### src/inc/ccpcm_pkg.sv
// Package: register map, field layout, mode codes and carrier types
package ccpcm_pkg;

  // ----------------------------------------------------------------
  // Register map (byte addresses)
  // ----------------------------------------------------------------
  localparam logic [7:0] ADDR_CTRL1 = 8'h00;
  localparam logic [7:0] ADDR_VAL1 = 8'h04;
  localparam logic [7:0] ADDR_CTRL2 = 8'h08;
  localparam logic [7:0] ADDR_VAL2 = 8'h0C;
  localparam logic [7:0] ADDR_STAT = 8'h10;
  localparam logic [7:0] ADDR_MASK = 8'h14;
  localparam logic [7:0] ADDR_TMR = 8'h18;
  localparam logic [7:0] ADDR_MISC = 8'h1C;

  // ----------------------------------------------------------------
  // Field layout and reset values
  // ----------------------------------------------------------------
  localparam int MODE_W = 4;
  localparam int STAT_W = 4;
  localparam int ST_MATCH1 = 0;
  localparam int ST_MATCH2 = 1;
  localparam int ST_TOVF = 2;
  localparam int ST_TRIG = 3;
  localparam int MISC_ADON = 0;
  localparam int MISC_VARIANT = 1;
  localparam logic [3:0] CTRL_RST = 4'h0;
  localparam logic [15:0] VAL_RST = 16'hFFFF;
  localparam logic [1:0] RESP_OKAY = 2'h0;
  localparam logic [1:0] RESP_SLVERR = 2'h2;

  // ----------------------------------------------------------------
  // Compare mode codes
  // ----------------------------------------------------------------
  localparam logic [3:0] MODE_OFF = 4'h0;
  localparam logic [3:0] MODE_SET_HI = 4'h8;
  localparam logic [3:0] MODE_SET_LO = 4'h9;
  localparam logic [3:0] MODE_SWINT = 4'hA;
  localparam logic [3:0] MODE_SPECIAL = 4'hB;

  // Per-unit events toward the top
  typedef struct packed {
    logic match;
    logic trig;
  } ccpcm_evt_t;

endpackage : ccpcm_pkg

### src/rtl/ccpcm_top.sv
// Two compare units with AXI4-Lite registers, timer and interrupt
// Function
// - Compare value continuously checked against timer count; equal means match while mode bit 3 is set.
// - On match pin goes high, low or stays, per four-bit mode field.
// - Every match sets compare match flag with the pin action.
// - Clearing the whole control register forces output latch low.
// - Software interrupt mode leaves pin untouched, only raises flag.
// - First unit special trigger clears timer, giving a period register.
// - Second unit trigger clears timer and starts conversion if enabled.
// - On the variant, first unit trigger also starts conversion.
// - Trigger-caused timer clear never sets the overflow flag.
//
// Chosen here: the address map and the AXI4-Lite register port.
`timescale 1ns/100ps
`default_nettype none
module ccpcm_top (
  input wire logic clk_i,
  input wire logic sys_rst_i,
  input wire logic tmr_tick_i,
  input wire logic [31:0] s_axi_awaddr,
  input wire logic s_axi_awvalid,
  output logic s_axi_awready,
  input wire logic [31:0] s_axi_wdata,
  input wire logic [3:0] s_axi_wstrb,
  input wire logic s_axi_wvalid,
  output logic s_axi_wready,
  output logic [1:0] s_axi_bresp,
  output logic s_axi_bvalid,
  input wire logic s_axi_bready,
  input wire logic [31:0] s_axi_araddr,
  input wire logic s_axi_arvalid,
  output logic s_axi_arready,
  output logic [31:0] s_axi_rdata,
  output logic [1:0] s_axi_rresp,
  output logic s_axi_rvalid,
  input wire logic s_axi_rready,
  output logic pin1_o,
  output logic pin2_o,
  output logic adc_start_o,
  output logic irq_o
);

  // ----------------------------------------------------------------
  // Registers
  // ----------------------------------------------------------------
  logic [3:0] mode1_q;
  logic [3:0] mode2_q;
  logic [15:0] val1_q;
  logic [15:0] val2_q;
  logic [3:0] stat_q;
  logic [3:0] stat_d;
  logic [3:0] mask_q;
  logic [1:0] misc_q;
  logic adc_q;
  logic [7:0] awaddr_q;
  logic aw_have_q;
  logic [31:0] wdata_q;
  logic [3:0] wstrb_q;
  logic w_have_q;
  logic bvalid_q;
  logic [1:0] bresp_q;
  logic rvalid_q;
  logic [31:0] rdata_q;
  logic [1:0] rresp_q;

  // ----------------------------------------------------------------
  // Units and timer
  // ----------------------------------------------------------------
  ccpcm_pkg::ccpcm_evt_t evt1_w;
  ccpcm_pkg::ccpcm_evt_t evt2_w;
  logic [15:0] count_w;
  logic ovf_w;
  logic trig_w;
  logic adc_go_w;

  ccpcm_unit u_unit1 (
    .clk_i(clk_i), .sys_rst_i(sys_rst_i), .mode_i(mode1_q),
    .value_i(val1_q), .count_i(count_w), .pin_o(pin1_o), .evt_o(evt1_w)
  );
  ccpcm_unit u_unit2 (
    .clk_i(clk_i), .sys_rst_i(sys_rst_i), .mode_i(mode2_q),
    .value_i(val2_q), .count_i(count_w), .pin_o(pin2_o), .evt_o(evt2_w)
  );

  // ----------------------------------------------------------------
  // Write decode
  // ----------------------------------------------------------------
  logic do_wr_w;
  logic wr_ok_w;
  logic wr_ctrl1_w;
  logic wr_ctrl2_w;
  logic wr_val1_w;
  logic wr_val2_w;
  logic wr_stat_w;
  logic wr_mask_w;
  logic wr_tmr_w;
  logic wr_misc_w;
  logic [3:0] w1c_w;

  assign do_wr_w = aw_have_q && w_have_q && !bvalid_q;
  assign wr_ctrl1_w = do_wr_w && awaddr_q == ccpcm_pkg::ADDR_CTRL1;
  assign wr_ctrl2_w = do_wr_w && awaddr_q == ccpcm_pkg::ADDR_CTRL2;
  assign wr_val1_w = do_wr_w && awaddr_q == ccpcm_pkg::ADDR_VAL1;
  assign wr_val2_w = do_wr_w && awaddr_q == ccpcm_pkg::ADDR_VAL2;
  assign wr_stat_w = do_wr_w && awaddr_q == ccpcm_pkg::ADDR_STAT;
  assign wr_mask_w = do_wr_w && awaddr_q == ccpcm_pkg::ADDR_MASK;
  assign wr_tmr_w = do_wr_w && awaddr_q == ccpcm_pkg::ADDR_TMR;
  assign wr_misc_w = do_wr_w && awaddr_q == ccpcm_pkg::ADDR_MISC;
  assign wr_ok_w = wr_ctrl1_w | wr_ctrl2_w | wr_val1_w | wr_val2_w |
    wr_stat_w | wr_mask_w | wr_tmr_w | wr_misc_w;
  assign w1c_w = (wr_stat_w && wstrb_q[0]) ? wdata_q[3:0] : 4'h0;

  // A trigger and a software load in one cycle: software wins
  assign trig_w = evt1_w.trig | evt2_w.trig;
  assign adc_go_w = misc_q[ccpcm_pkg::MISC_ADON] && (evt2_w.trig ||
    (evt1_w.trig && misc_q[ccpcm_pkg::MISC_VARIANT]));

  ccpcm_timer u_timer (
    .clk_i(clk_i), .sys_rst_i(sys_rst_i), .tick_i(tmr_tick_i),
    .clear_i(trig_w), .load_i(wr_tmr_w && wstrb_q[1:0] == 2'h3),
    .load_val_i(wdata_q[15:0]), .count_o(count_w), .ovf_o(ovf_w)
  );

  // ----------------------------------------------------------------
  // Status: hardware set wins over write-one-clear
  // ----------------------------------------------------------------
  logic [3:0] set_w;
  assign set_w = {trig_w, ovf_w, evt2_w.match, evt1_w.match};
  assign stat_d = (stat_q & ~w1c_w) | set_w;
  assign irq_o = |(stat_q & mask_q);

  always_ff @(posedge clk_i) begin
    if (sys_rst_i) begin
      stat_q <= 4'h0;
      mask_q <= 4'h0;
      adc_q <= 1'b0;
    end else begin
      stat_q <= stat_d;
      adc_q <= adc_go_w;
      if (wr_mask_w && wstrb_q[0]) begin
        mask_q <= wdata_q[3:0];
      end
    end
  end
  assign adc_start_o = adc_q;

  // ----------------------------------------------------------------
  // Configuration registers
  // ----------------------------------------------------------------
  always_ff @(posedge clk_i) begin
    if (sys_rst_i) begin
      mode1_q <= ccpcm_pkg::CTRL_RST;
      mode2_q <= ccpcm_pkg::CTRL_RST;
      val1_q <= ccpcm_pkg::VAL_RST;
      val2_q <= ccpcm_pkg::VAL_RST;
      misc_q <= 2'h0;
    end else begin
      if (wr_ctrl1_w && wstrb_q[0]) begin
        mode1_q <= wdata_q[3:0];
      end
      if (wr_ctrl2_w && wstrb_q[0]) begin
        mode2_q <= wdata_q[3:0];
      end
      if (wr_val1_w) begin
        if (wstrb_q[0]) val1_q[7:0] <= wdata_q[7:0];
        if (wstrb_q[1]) val1_q[15:8] <= wdata_q[15:8];
      end
      if (wr_val2_w) begin
        if (wstrb_q[0]) val2_q[7:0] <= wdata_q[7:0];
        if (wstrb_q[1]) val2_q[15:8] <= wdata_q[15:8];
      end
      if (wr_misc_w && wstrb_q[0]) begin
        misc_q <= wdata_q[1:0];
      end
    end
  end

  // ----------------------------------------------------------------
  // AXI4-Lite write channel
  // ----------------------------------------------------------------
  // Address and data may come in either order; both held until B
  assign s_axi_awready = !aw_have_q;
  assign s_axi_wready = !w_have_q;
  assign s_axi_bvalid = bvalid_q;
  assign s_axi_bresp = bresp_q;

  always_ff @(posedge clk_i) begin
    if (sys_rst_i) begin
      aw_have_q <= 1'b0;
      w_have_q <= 1'b0;
      awaddr_q <= 8'h00;
      wdata_q <= 32'h00000000;
      wstrb_q <= 4'h0;
      bvalid_q <= 1'b0;
      bresp_q <= ccpcm_pkg::RESP_OKAY;
    end else begin
      if (s_axi_awvalid && !aw_have_q) begin
        aw_have_q <= 1'b1;
        awaddr_q <= s_axi_awaddr[7:0];
      end
      if (s_axi_wvalid && !w_have_q) begin
        w_have_q <= 1'b1;
        wdata_q <= s_axi_wdata;
        wstrb_q <= s_axi_wstrb;
      end
      if (do_wr_w) begin
        bvalid_q <= 1'b1;
        bresp_q <= wr_ok_w ? ccpcm_pkg::RESP_OKAY : ccpcm_pkg::RESP_SLVERR;
      end
      if (bvalid_q && s_axi_bready) begin
        bvalid_q <= 1'b0;
        aw_have_q <= 1'b0;
        w_have_q <= 1'b0;
      end
    end
  end

  // ----------------------------------------------------------------
  // AXI4-Lite read channel
  // ----------------------------------------------------------------
  // Unmapped offsets answer SLVERR with zero data
  logic [7:0] ra_w;
  logic [31:0] rmux_w;
  logic rhit_w;
  assign ra_w = s_axi_araddr[7:0];
  assign s_axi_arready = !rvalid_q;
  assign s_axi_rvalid = rvalid_q;
  assign s_axi_rdata = rdata_q;
  assign s_axi_rresp = rresp_q;

  always_comb begin
    rmux_w = 32'h00000000;
    rhit_w = 1'b1;
    unique case (ra_w)
      ccpcm_pkg::ADDR_CTRL1: rmux_w = {28'h0000000, mode1_q};
      ccpcm_pkg::ADDR_VAL1: rmux_w = {16'h0000, val1_q};
      ccpcm_pkg::ADDR_CTRL2: rmux_w = {28'h0000000, mode2_q};
      ccpcm_pkg::ADDR_VAL2: rmux_w = {16'h0000, val2_q};
      ccpcm_pkg::ADDR_STAT: rmux_w = {28'h0000000, stat_q};
      ccpcm_pkg::ADDR_MASK: rmux_w = {28'h0000000, mask_q};
      ccpcm_pkg::ADDR_TMR: rmux_w = {16'h0000, count_w};
      ccpcm_pkg::ADDR_MISC: rmux_w = {30'h0, misc_q};
      default: rhit_w = 1'b0;
    endcase
  end

  always_ff @(posedge clk_i) begin
    if (sys_rst_i) begin
      rvalid_q <= 1'b0;
      rdata_q <= 32'h00000000;
      rresp_q <= ccpcm_pkg::RESP_OKAY;
    end else if (s_axi_arvalid && !rvalid_q) begin
      rvalid_q <= 1'b1;
      rdata_q <= rmux_w;
      rresp_q <= rhit_w ? ccpcm_pkg::RESP_OKAY : ccpcm_pkg::RESP_SLVERR;
    end else if (rvalid_q && s_axi_rready) begin
      rvalid_q <= 1'b0;
    end
  end

  // ----------------------------------------------------------------
  // Checks
  // ----------------------------------------------------------------
  chk_match_flag: assert property (
    @(posedge clk_i) disable iff (sys_rst_i)
    evt1_w.match |=> stat_q[ccpcm_pkg::ST_MATCH1])
    else $error("match flag not set");
  chk_match2_flag: assert property (
    @(posedge clk_i) disable iff (sys_rst_i)
    evt2_w.match |=> stat_q[ccpcm_pkg::ST_MATCH2])
    else $error("second match flag not set");
  chk_trig_clear: assert property (
    @(posedge clk_i) disable iff (sys_rst_i)
    trig_w && !(wr_tmr_w && wstrb_q[1:0] == 2'h3) |=> count_w == 16'h0000)
    else $error("trigger did not clear timer");
  chk_adc_start: assert property (
    @(posedge clk_i) disable iff (sys_rst_i)
    evt2_w.trig && misc_q[ccpcm_pkg::MISC_ADON] |=> adc_start_o)
    else $error("no conversion start from second unit");
  chk_adc_variant: assert property (
    @(posedge clk_i) disable iff (sys_rst_i)
    evt1_w.trig && !evt2_w.trig && !misc_q[ccpcm_pkg::MISC_VARIANT]
    |=> !adc_start_o)
    else $error("first unit started conversion off variant");
  chk_no_ovf: assert property (
    @(posedge clk_i) disable iff (sys_rst_i)
    trig_w |-> !ovf_w)
    else $error("trigger raised overflow");
  chk_ovf_flag: assert property (
    @(posedge clk_i) disable iff (sys_rst_i)
    ovf_w |=> stat_q[ccpcm_pkg::ST_TOVF])
    else $error("overflow flag not set on wrap");
  // An enabled event must raise the line unless the mask is being rewritten
  chk_irq_level: assert property (
    @(posedge clk_i) disable iff (sys_rst_i)
    |(set_w & mask_q) && !wr_mask_w |=> irq_o)
    else $error("interrupt not raised for enabled event");
  cov_pin_hi: cover property (@(posedge clk_i) $rose(pin1_o));
  cov_trig: cover property (@(posedge clk_i) trig_w);
  cov_adc: cover property (@(posedge clk_i) adc_start_o);
  cov_irq: cover property (@(posedge clk_i) $rose(irq_o));

endmodule : ccpcm_top
`default_nettype wire

### src/rtl/ccpcm_unit.sv
// One compare unit: match detect, output latch and event trigger
`timescale 1ns/100ps
`default_nettype none
module ccpcm_unit (
  input wire logic clk_i,
  input wire logic sys_rst_i,
  input wire logic [3:0] mode_i,
  input wire logic [15:0] value_i,
  input wire logic [15:0] count_i,
  output var logic pin_o,
  output var ccpcm_pkg::ccpcm_evt_t evt_o
);

  logic pin_q;
  logic pin_d;
  logic eq_w;
  logic armed_w;
  logic hit_w;
  logic trig_w;

  assign eq_w = (value_i == count_i);
  assign armed_w = mode_i[3];
  assign hit_w = eq_w && armed_w;

  always_comb begin
    pin_d = pin_q;
    if (mode_i == ccpcm_pkg::MODE_OFF) begin
      pin_d = 1'b0;
    end else if (hit_w && mode_i == ccpcm_pkg::MODE_SET_HI) begin
      pin_d = 1'b1;
    end else if (hit_w && mode_i == ccpcm_pkg::MODE_SET_LO) begin
      pin_d = 1'b0;
    end
  end

  always_ff @(posedge clk_i) begin
    if (sys_rst_i) begin
      pin_q <= 1'b0;
    end else begin
      pin_q <= pin_d;
    end
  end

  assign pin_o = pin_q;
  assign trig_w = hit_w && mode_i == ccpcm_pkg::MODE_SPECIAL;
  // Match pulse lands with the pin update edge
  assign evt_o = '{match: hit_w, trig: trig_w};

  chk_pin_high: assert property (
    @(posedge clk_i) disable iff (sys_rst_i)
    hit_w && mode_i == ccpcm_pkg::MODE_SET_HI |=> pin_q)
    else $error("pin not driven high on match");
  chk_pin_low: assert property (
    @(posedge clk_i) disable iff (sys_rst_i)
    hit_w && mode_i == ccpcm_pkg::MODE_SET_LO |=> !pin_q)
    else $error("pin not driven low on match");
  chk_swint_keep: assert property (
    @(posedge clk_i) disable iff (sys_rst_i)
    mode_i == ccpcm_pkg::MODE_SWINT |=> pin_q == $past(pin_q))
    else $error("pin changed in software interrupt mode");
  chk_off_low: assert property (
    @(posedge clk_i) disable iff (sys_rst_i)
    mode_i == ccpcm_pkg::MODE_OFF |=> !pin_q)
    else $error("latch not low with control cleared");
  chk_match_eq: assert property (
    @(posedge clk_i) disable iff (sys_rst_i)
    evt_o.match |-> value_i == count_i)
    else $error("match without equal count");

endmodule : ccpcm_unit
`default_nettype wire

### src/rtl/ccpcm_timer.sv
// Timer-one count with special event clear
`timescale 1ns/100ps
`default_nettype none
module ccpcm_timer (
  input wire logic clk_i,
  input wire logic sys_rst_i,
  input wire logic tick_i,
  input wire logic clear_i,
  input wire logic load_i,
  input wire logic [15:0] load_val_i,
  output var logic [15:0] count_o,
  output var logic ovf_o
);

  logic [15:0] cnt_q;
  logic [15:0] cnt_d;
  logic wrap_w;

  assign wrap_w = tick_i && (cnt_q == 16'hFFFF) && !clear_i;

  always_comb begin
    cnt_d = cnt_q;
    if (load_i) begin
      cnt_d = load_val_i;
    end else if (clear_i) begin
      cnt_d = 16'h0000;
    end else if (tick_i) begin
      cnt_d = cnt_q + 16'h0001;
    end
  end

  always_ff @(posedge clk_i) begin
    if (sys_rst_i) begin
      cnt_q <= 16'h0000;
    end else begin
      cnt_q <= cnt_d;
    end
  end

  assign count_o = cnt_q;
  // Only a real wrap counts as overflow, never a trigger clear
  assign ovf_o = wrap_w && !load_i;

endmodule : ccpcm_timer
`default_nettype wire

### config.mk
export PLATFORM = sky130hd
export DESIGN_NAME = ccpcm_top
export DESIGN_NICKNAME = d
export VERILOG_FILES = /design/src/inc/ccpcm_pkg.sv /design/src/rtl/ccpcm_top.sv /design/src/rtl/ccpcm_unit.sv /design/src/rtl/ccpcm_timer.sv
export SDC_FILE = /design/constraint.sdc
export NUM_CORES = 1
export LEC_CHECK = 0
export BUFFER_PORTS_ARGS = -buffer_cell sky130_fd_sc_hd__buf_2
export CORE_UTILIZATION = 58
export CTS_CLUSTER_SIZE = 14
export DETAILED_ROUTE_END_ITERATION = 8
export PLACE_DENSITY = 0.86
export SYNTH_ARGS = -nofsm -noshare
export SYNTH_HDL_FRONTEND = slang
export SYNTH_SLANG_ARGS = --single-unit
### constraint.sdc
create_clock -name clk_i -period 4.6 [get_ports clk_i]
set_input_delay 0.92 -clock clk_i [delete_from_list [all_inputs] [get_ports clk_i]]
set_output_delay 0.92 -clock clk_i [all_outputs]
set_load 0.005 [all_outputs]
==> results.toml, run 1 <==
[pwr]
power_switching_uw = 592
ir_drop_v = 0.000325
powerDensity_nw_per_um2 = 363
p_total_mw = 2.44
p_leak_nw = 2.53
clockPowerShare_pct = 50.4
power_frac_comb_pct = 5.7
swShare_pct = 24.2
p_seq_share_pct = 43.8
p_int_mw = 1.85

[cts]
post_cts_buffers = 0
htreeDepth = 4
holdBufCountCts = 0
cts_tree = "yes"
cts_buffers = 17
insertion_delay_ns = 0.53
clock-sinks = 117
clk_pin_slew_worst_paths_ns = 0.06
cts-root-buf = "clkbuf_8"
cts-resized-gates = 0
cts_buffer_depth = 2

[min_path]
min_path_cells = 2
hp-class = "flop to flop"

[timing]
fin_skew_ns = 0.0114
finalCritPeriodShare_pct = 60.1
rsz0062_at_grt = "false"
final_max_slew_viol_count = 0
setup_violations = 0
max_slew_margin_pct = 27.0
finalCriticalPeriod_ns = 2.76
clock.fmax_ghz = 0.362
fin_setup_tns_ns = 0
hold_viol = 0
worst_slew_pin_slew_ns = 1.09

[finish]
drive_gt1_share_pct = 15.6
regArea_um2 = 2340
fillers = 766
final_util_pct = 68.3
synthToLayoutAreaGrowth_pct = 13.3
n_antenna_cell = 0
final_cells = 907
multi_input_area_um2 = 3220
nNetsFinal = 871

[global_routing]
grt_usage_pct = 30.8
grt_pass1_wl_um = 25000
antenna_found_initial = 0
grt_pass1_vias = 5283
overflow = 0
grt_max_degree = 91

[drt]
post_drt_wl_per_cell_um = 17.4
via_count = 5644
totalWireLength_um = 15800
drt_iter0_drc = 535
vias_per_cell = 6.22
drc = 2
dr.pass1.iters = 9
ant_nets = 0

[flow_run]
max_cap_violations = 0

[floorplanning]
die_area_um2 = 10700
design.portCount = 153
rows = 36
start_util_pct = 60.3
fp.dieW_um = 103
die_h_um = 103
core_area_um2 = 9860

[run_status]
violations = "DRC"
status = "finished with violations"

[setup_path]
worstPathRequired_ns = 5.05
end_kind = "flop"
crit_path_max_fanout = 16
crit_type = "input pin to flop"
path_cells = "buf_2, or4_1, nor3_2, a222oi_1, a31oi_1, a21oi_1, nor2_1"
startpoint_type = "input pin"
rr_worst_depth = 5
cp.arrival_ns = 3.21
crit_path_top_delay_cell = "nor3_2"
slowest_delay_ns = 0.87

[yosys]
postSynthAreaPerCell_um2 = 8.23
synth-main-ff-cell = "dfxtp_1"
synth_commonest_cells = "117 x dfxtp_1, 105 x nand2_1, 71 x nor2_1, 61 x a21oi_1, 32 x xnor2_1"
synth_edf_count = 0
yosysWarnings = 0
synth_seq_cells = 117
ys_top_cells_by_area = "dfxtp_1 39%, nand2_1 6.6%, a21oi_1 5.1%"
synthArstFlopShare_pct = 0
synthesis.area_um2 = 5950
synth_top_area_share_pct = 39.4
synth_cells = 723
synth-seq-area-share_pct = 39.4
yosysMostFrequentCell = "dfxtp_1"
yosysTopAreaCell = "dfxtp_1"
yosysUniqueCellTypes = 58

[placement]
hpwl_um = 10700
gp_congestion = 0.961
numPortBuffers = 68
placed_cells = 876
==> area by class of cell <==
class / count / share of cell area (%)
repair buffers: 74 / 5.76
inverters: 18 / 1.00
clock inverters: 14 / 2.06
clock buffers: 17 / 6.15
well taps: 133 / 2.47
multi-input cells: 534 / 47.8
flip-flops and latches: 117 / 34.8
==> cell usage in the layout (no fill, tap or decap), types with 13 or more instances in the layout <==
master,synthesis,routed
a211o_1,24,24
nor2_1,71,71
a22oi_1,13,13
a21oi_1,61,61
xnor2_1,32,32
buf_2,21,67
nand3_1,27,27
conb_1,1,18
nor3_1,18,18
dfxtp_1,117,117
nand4_1,13,13
inv_1,18,18
nor2b_1,20,20
clkbuf_16,0,16
a222oi_1,15,15
nand2_1,105,105
mux2i_1,18,18
==> power by group through the flow <==
stage | logic (mW) | clock network [mW] | registers (mW)
finish | 0.140 | 1.23 | 1.07
detailed placement | 0.137 | 0 | 1.09
global placement | 0.132 | 0 | 1.09
CTS | 0.140 | 1.24 | 1.07
global route | 0.156 | 1.29 | 1.07
floorplan | 0.119 | 0 | 1.07
==> sequential cells by signal, indices dropped and copies added, names as in the netlist <==
signal and cells:
wstrb_q 2, s_axi_rresp 1, awaddr_q 8, stat_q 4, u_timer.count_o 16, misc_q 2
val1_q 16, aw_have_q 1, mask_q 4, u_unit1.pin_o 1, adc_start_o 1, s_axi_bvalid 1
mode1_q 4, s_axi_rdata 16, val2_q 16, wdata_q 16, u_unit2.pin_o 1, s_axi_rvalid 1
mode2_q 4, w_have_q 1, s_axi_bresp 1
==> cells by family after synthesis <==
| kind of cell | count (synthesis) | share of synthesized area [%] |
|---|---|---|
| other cells | 1 | 0.0631 |
| flops | 117 | 39.4 |
| mux | 18 | 3.03 |
| simple gates | 309 | 25.9 |
| xor+xnor | 35 | 5.15 |
| compound gates | 153 | 18.7 |
| fa+ha+maj | 1 | 0.210 |
| buf+inv | 89 | 7.51 |
==> metal layers <==
| metal | vias up | global-route usage (%) | share of wire [%] |
|---|---|---|---|
| met1 | 2637 | 37.8 | 41 |
| met5 | - | 0 | 0 |
| met3 | 52 | 7.93 | 9.2 |
| met2 | 344 | 51.2 | 47 |
| met4 | 0 | 13.2 | 2.7 |
| li1 | 2611 | - | - |
==> metrics by stage <==
step                      hold WS, ns  cell area, um2  worst slack, ns
after detailed placement        0.463            6190             1.33
after global placement          0.441            6190             1.42
after CTS                       0.471            6740             1.87
final                           0.470            6740             1.84
after global routing            0.489            6740             1.71
after floorplan                 0.444            6010             2.10
==> critical path, delay by kind of cell <==
family | cells | cell delay (ns)
AOI/OAI and AO/OA | 3 | 0.60
buffers and inverters | 1 | 0.12
and+or+nand+nor | 3 | 1.57
==> path summary, 6_finish.rpt <==
check / startpoint / to / slack, ns
max: s_axi_araddr[5] / s_axi_rdata[2] / 1.84
min: s_axi_rdata[1] / s_axi_rdata[1] / 0.47
max reg2reg: awaddr_q[7] / u_timer.count_o[11] / 2.04
min reg2reg: s_axi_rdata[1] / s_axi_rdata[1] / 0.47
Power figures use the tool's default switching activity.
==> run 2: changes to the inputs <==
--- a/config.mk
+++ b/config.mk
@@ -6,10 +6,10 @@
 export NUM_CORES = 1
 export LEC_CHECK = 0
 export BUFFER_PORTS_ARGS = -buffer_cell sky130_fd_sc_hd__buf_2
-export CORE_UTILIZATION = 58
+export CORE_UTILIZATION = 53
 export CTS_CLUSTER_SIZE = 14
 export DETAILED_ROUTE_END_ITERATION = 8
-export PLACE_DENSITY = 0.86
+export PLACE_DENSITY = 0.8
 export SYNTH_ARGS = -nofsm -noshare
 export SYNTH_HDL_FRONTEND = slang
 export SYNTH_SLANG_ARGS = --single-unit
==> constraint.sdc (replaced) <==
create_clock -name clk_i -period 2.72 [get_ports clk_i]
set_input_delay 0.544 -clock clk_i [delete_from_list [all_inputs] [get_ports clk_i]]
set_output_delay 0.544 -clock clk_i [all_outputs]
set_load 0.005 [all_outputs]
==> run 2 against run 1 <==
Effect of this change: the run now ends clean; combinational power is 78% higher; register-to-register slack worse by 1.8 ns; count of clock-buffer cells in the layout is 7 higher; worst setup slack worse by 1.6 ns; total power is 72% higher; via count is 1.6% lower; first-iteration DRC count is 12% higher; die area is 9.2% higher; cell area is 2.6% higher; hold slack worse by 0.27 ns; clock power is 75% higher; clock skew is 0.0033 ns lower.
==> results.toml, run 2 (synthesis results as in run 1) <==
[placement]
gp_congestion = 0.948
place_ws_ns = 0.316
hpwl_um = 11100
numPortBuffers = 68

[cts]
clk_pin_slew_worst_paths_ns = 0.05
htreeDepth = 4
cts-root-buf = "clkbuf_8"
cts_buffers = 17
cts-resized-gates = 0
cts_buffer_depth = 2
clock-sinks = 117
cts_tree = "yes"
holdBufCountCts = 0
insertion_delay_ns = 0.52
post_cts_buffers = 0

[pwr]
ir_drop_v = 0.000362
p_leak_nw = 2.65
powerDensity_nw_per_um2 = 609

[setup_path]
crit_type = "flop to flop"
startpoint_type = "flop"
crit_path_top_delay_cell = "or3_1"
slowest_delay_ns = 0.50
crit_path_max_fanout = 10
path_cells = "or3_1, or3_1, nor3_4, nor2_1, nand2_1, a2bb2oi_2"
worstPathRequired_ns = 3.17
cp.arrival_ns = 2.89
end_kind = "flop"
path_common_cell = "or3_1"

[run_status]
status = "complete, no violations"

[timing]
setup_violations = 0
fin_setup_tns_ns = 0
rsz0062_at_grt = "false"
setup_ws_ns = 0.274
finalCritPeriodShare_pct = 89.9
clock.fmax_ghz = 0.409
worst_slew_pin_slew_ns = 0.754
max_slew_margin_pct = 49.7
finalCriticalPeriod_ns = 2.45
final_max_slew_viol_count = 0
fin_skew_ns = 0.00816
hold_viol = 0

[finish]
multi_input_area_um2 = 3220
nNetsFinal = 889
drive_gt1_share_pct = 17.1
n_antenna_cell = 0
regArea_um2 = 2340
synthToLayoutAreaGrowth_pct = 16.2
fillers = 890
final_common_cell = "dfxtp_1"
final_cell_mix = "117 x dfxtp_1, 105 x nand2_1, 71 x nor2_1"

[flow_run]
max_cap_violations = 0

[drt]
drc = 0
vias_per_cell = 5.98
post_drt_wl_per_cell_um = 16.8
totalWireLength_um = 15600
via_count = 5551
dr.pass1.iters = 7
ant_nets = 0
drt_iter0_drc = 597

[floorplanning]
design.portCount = 153
die_h_um = 108
rows = 38
start_util_pct = 54.6
die_area_um2 = 11600
fp.dieW_um = 108
core_area_um2 = 10900

[global_routing]
grt_pass1_vias = 5201
grt_usage_pct = 28.5
grt_pass1_wl_um = 25500
antenna_found_initial = 0
grt_max_degree = 46
overflow = 0

[min_path]
hp-class = "input pin to flop"
## run 2: changes by cell type in the layout (fill, tap and decap cells not counted)
cell        delta
buf_4         +17
clkinvlp_4     -3
buf_12         +1
clkbuf_1       +1
clkinv_4       -3
clkinv_2       -4
clkbuf_8       +6
## run 2: path summary, 6_finish.rpt
path | slack [ns] | start | cells past startpoint | to
worst max-delay path | 0.27 | awaddr_q[7] | 6 | u_timer.count_o[10]
worst min-delay path | 0.20 | s_axi_rready | 2 | s_axi_rvalid
worst max register to register | 0.27 | awaddr_q[7] | 6 | u_timer.count_o[10]
worst min register to register | 0.46 | s_axi_rdata[1] | 2 | s_axi_rdata[1]
## run 2: metal layers
layer	vias to the layer above	routed length (um)	GRT usage (%)	part of all wire, %
met3	38	1320	5.69	8.4
met5	-	0	0	0
met4	0	414	11.6	2.7
met2	321	7110	45.2	46
met1	2553	6770	37.9	43
li1	2639	-	-	-
## run 2: layout make-up
type                    count  area share (%)
clock buffers              24            7.24
multi-input cells         534            46.6
clock inverters             4            1.01
inverters                  18           0.977
flip-flops and latches    117            33.9
well taps                 140            2.53
repair buffers             92            7.75
## run 2: power by group
part           internal (mW)  switching [mW]  total, mW
combinational          0.102           0.146      0.249
clock                   1.42           0.725       2.15
sequential              1.75          0.0571       1.81
## run 2: stage by stage
step	power (mW)	util (%)	hold slack (ns)	instance area [um2]	std cells
3_5_place_dp	2.09	58.3	0.462	6340	901
2_1_floorplan	2.01	-	0.444	6010	740
5_1_grt	4.34	63.5	0.205	6910	929
4_1_cts	4.23	63.5	0.179	6910	929
6_report	4.21	63.5	0.202	6910	929
3_3_place_gp	2.08	58.3	0.443	6340	901
## run 2: critical path, delay by kind of cell (launching register included)
family | cells | cell delay (ns)
AOI/OAI and AO/OA | 1 | 0.16
and+or+nand+nor | 5 | 1.90
DFF | 1 | 0.31
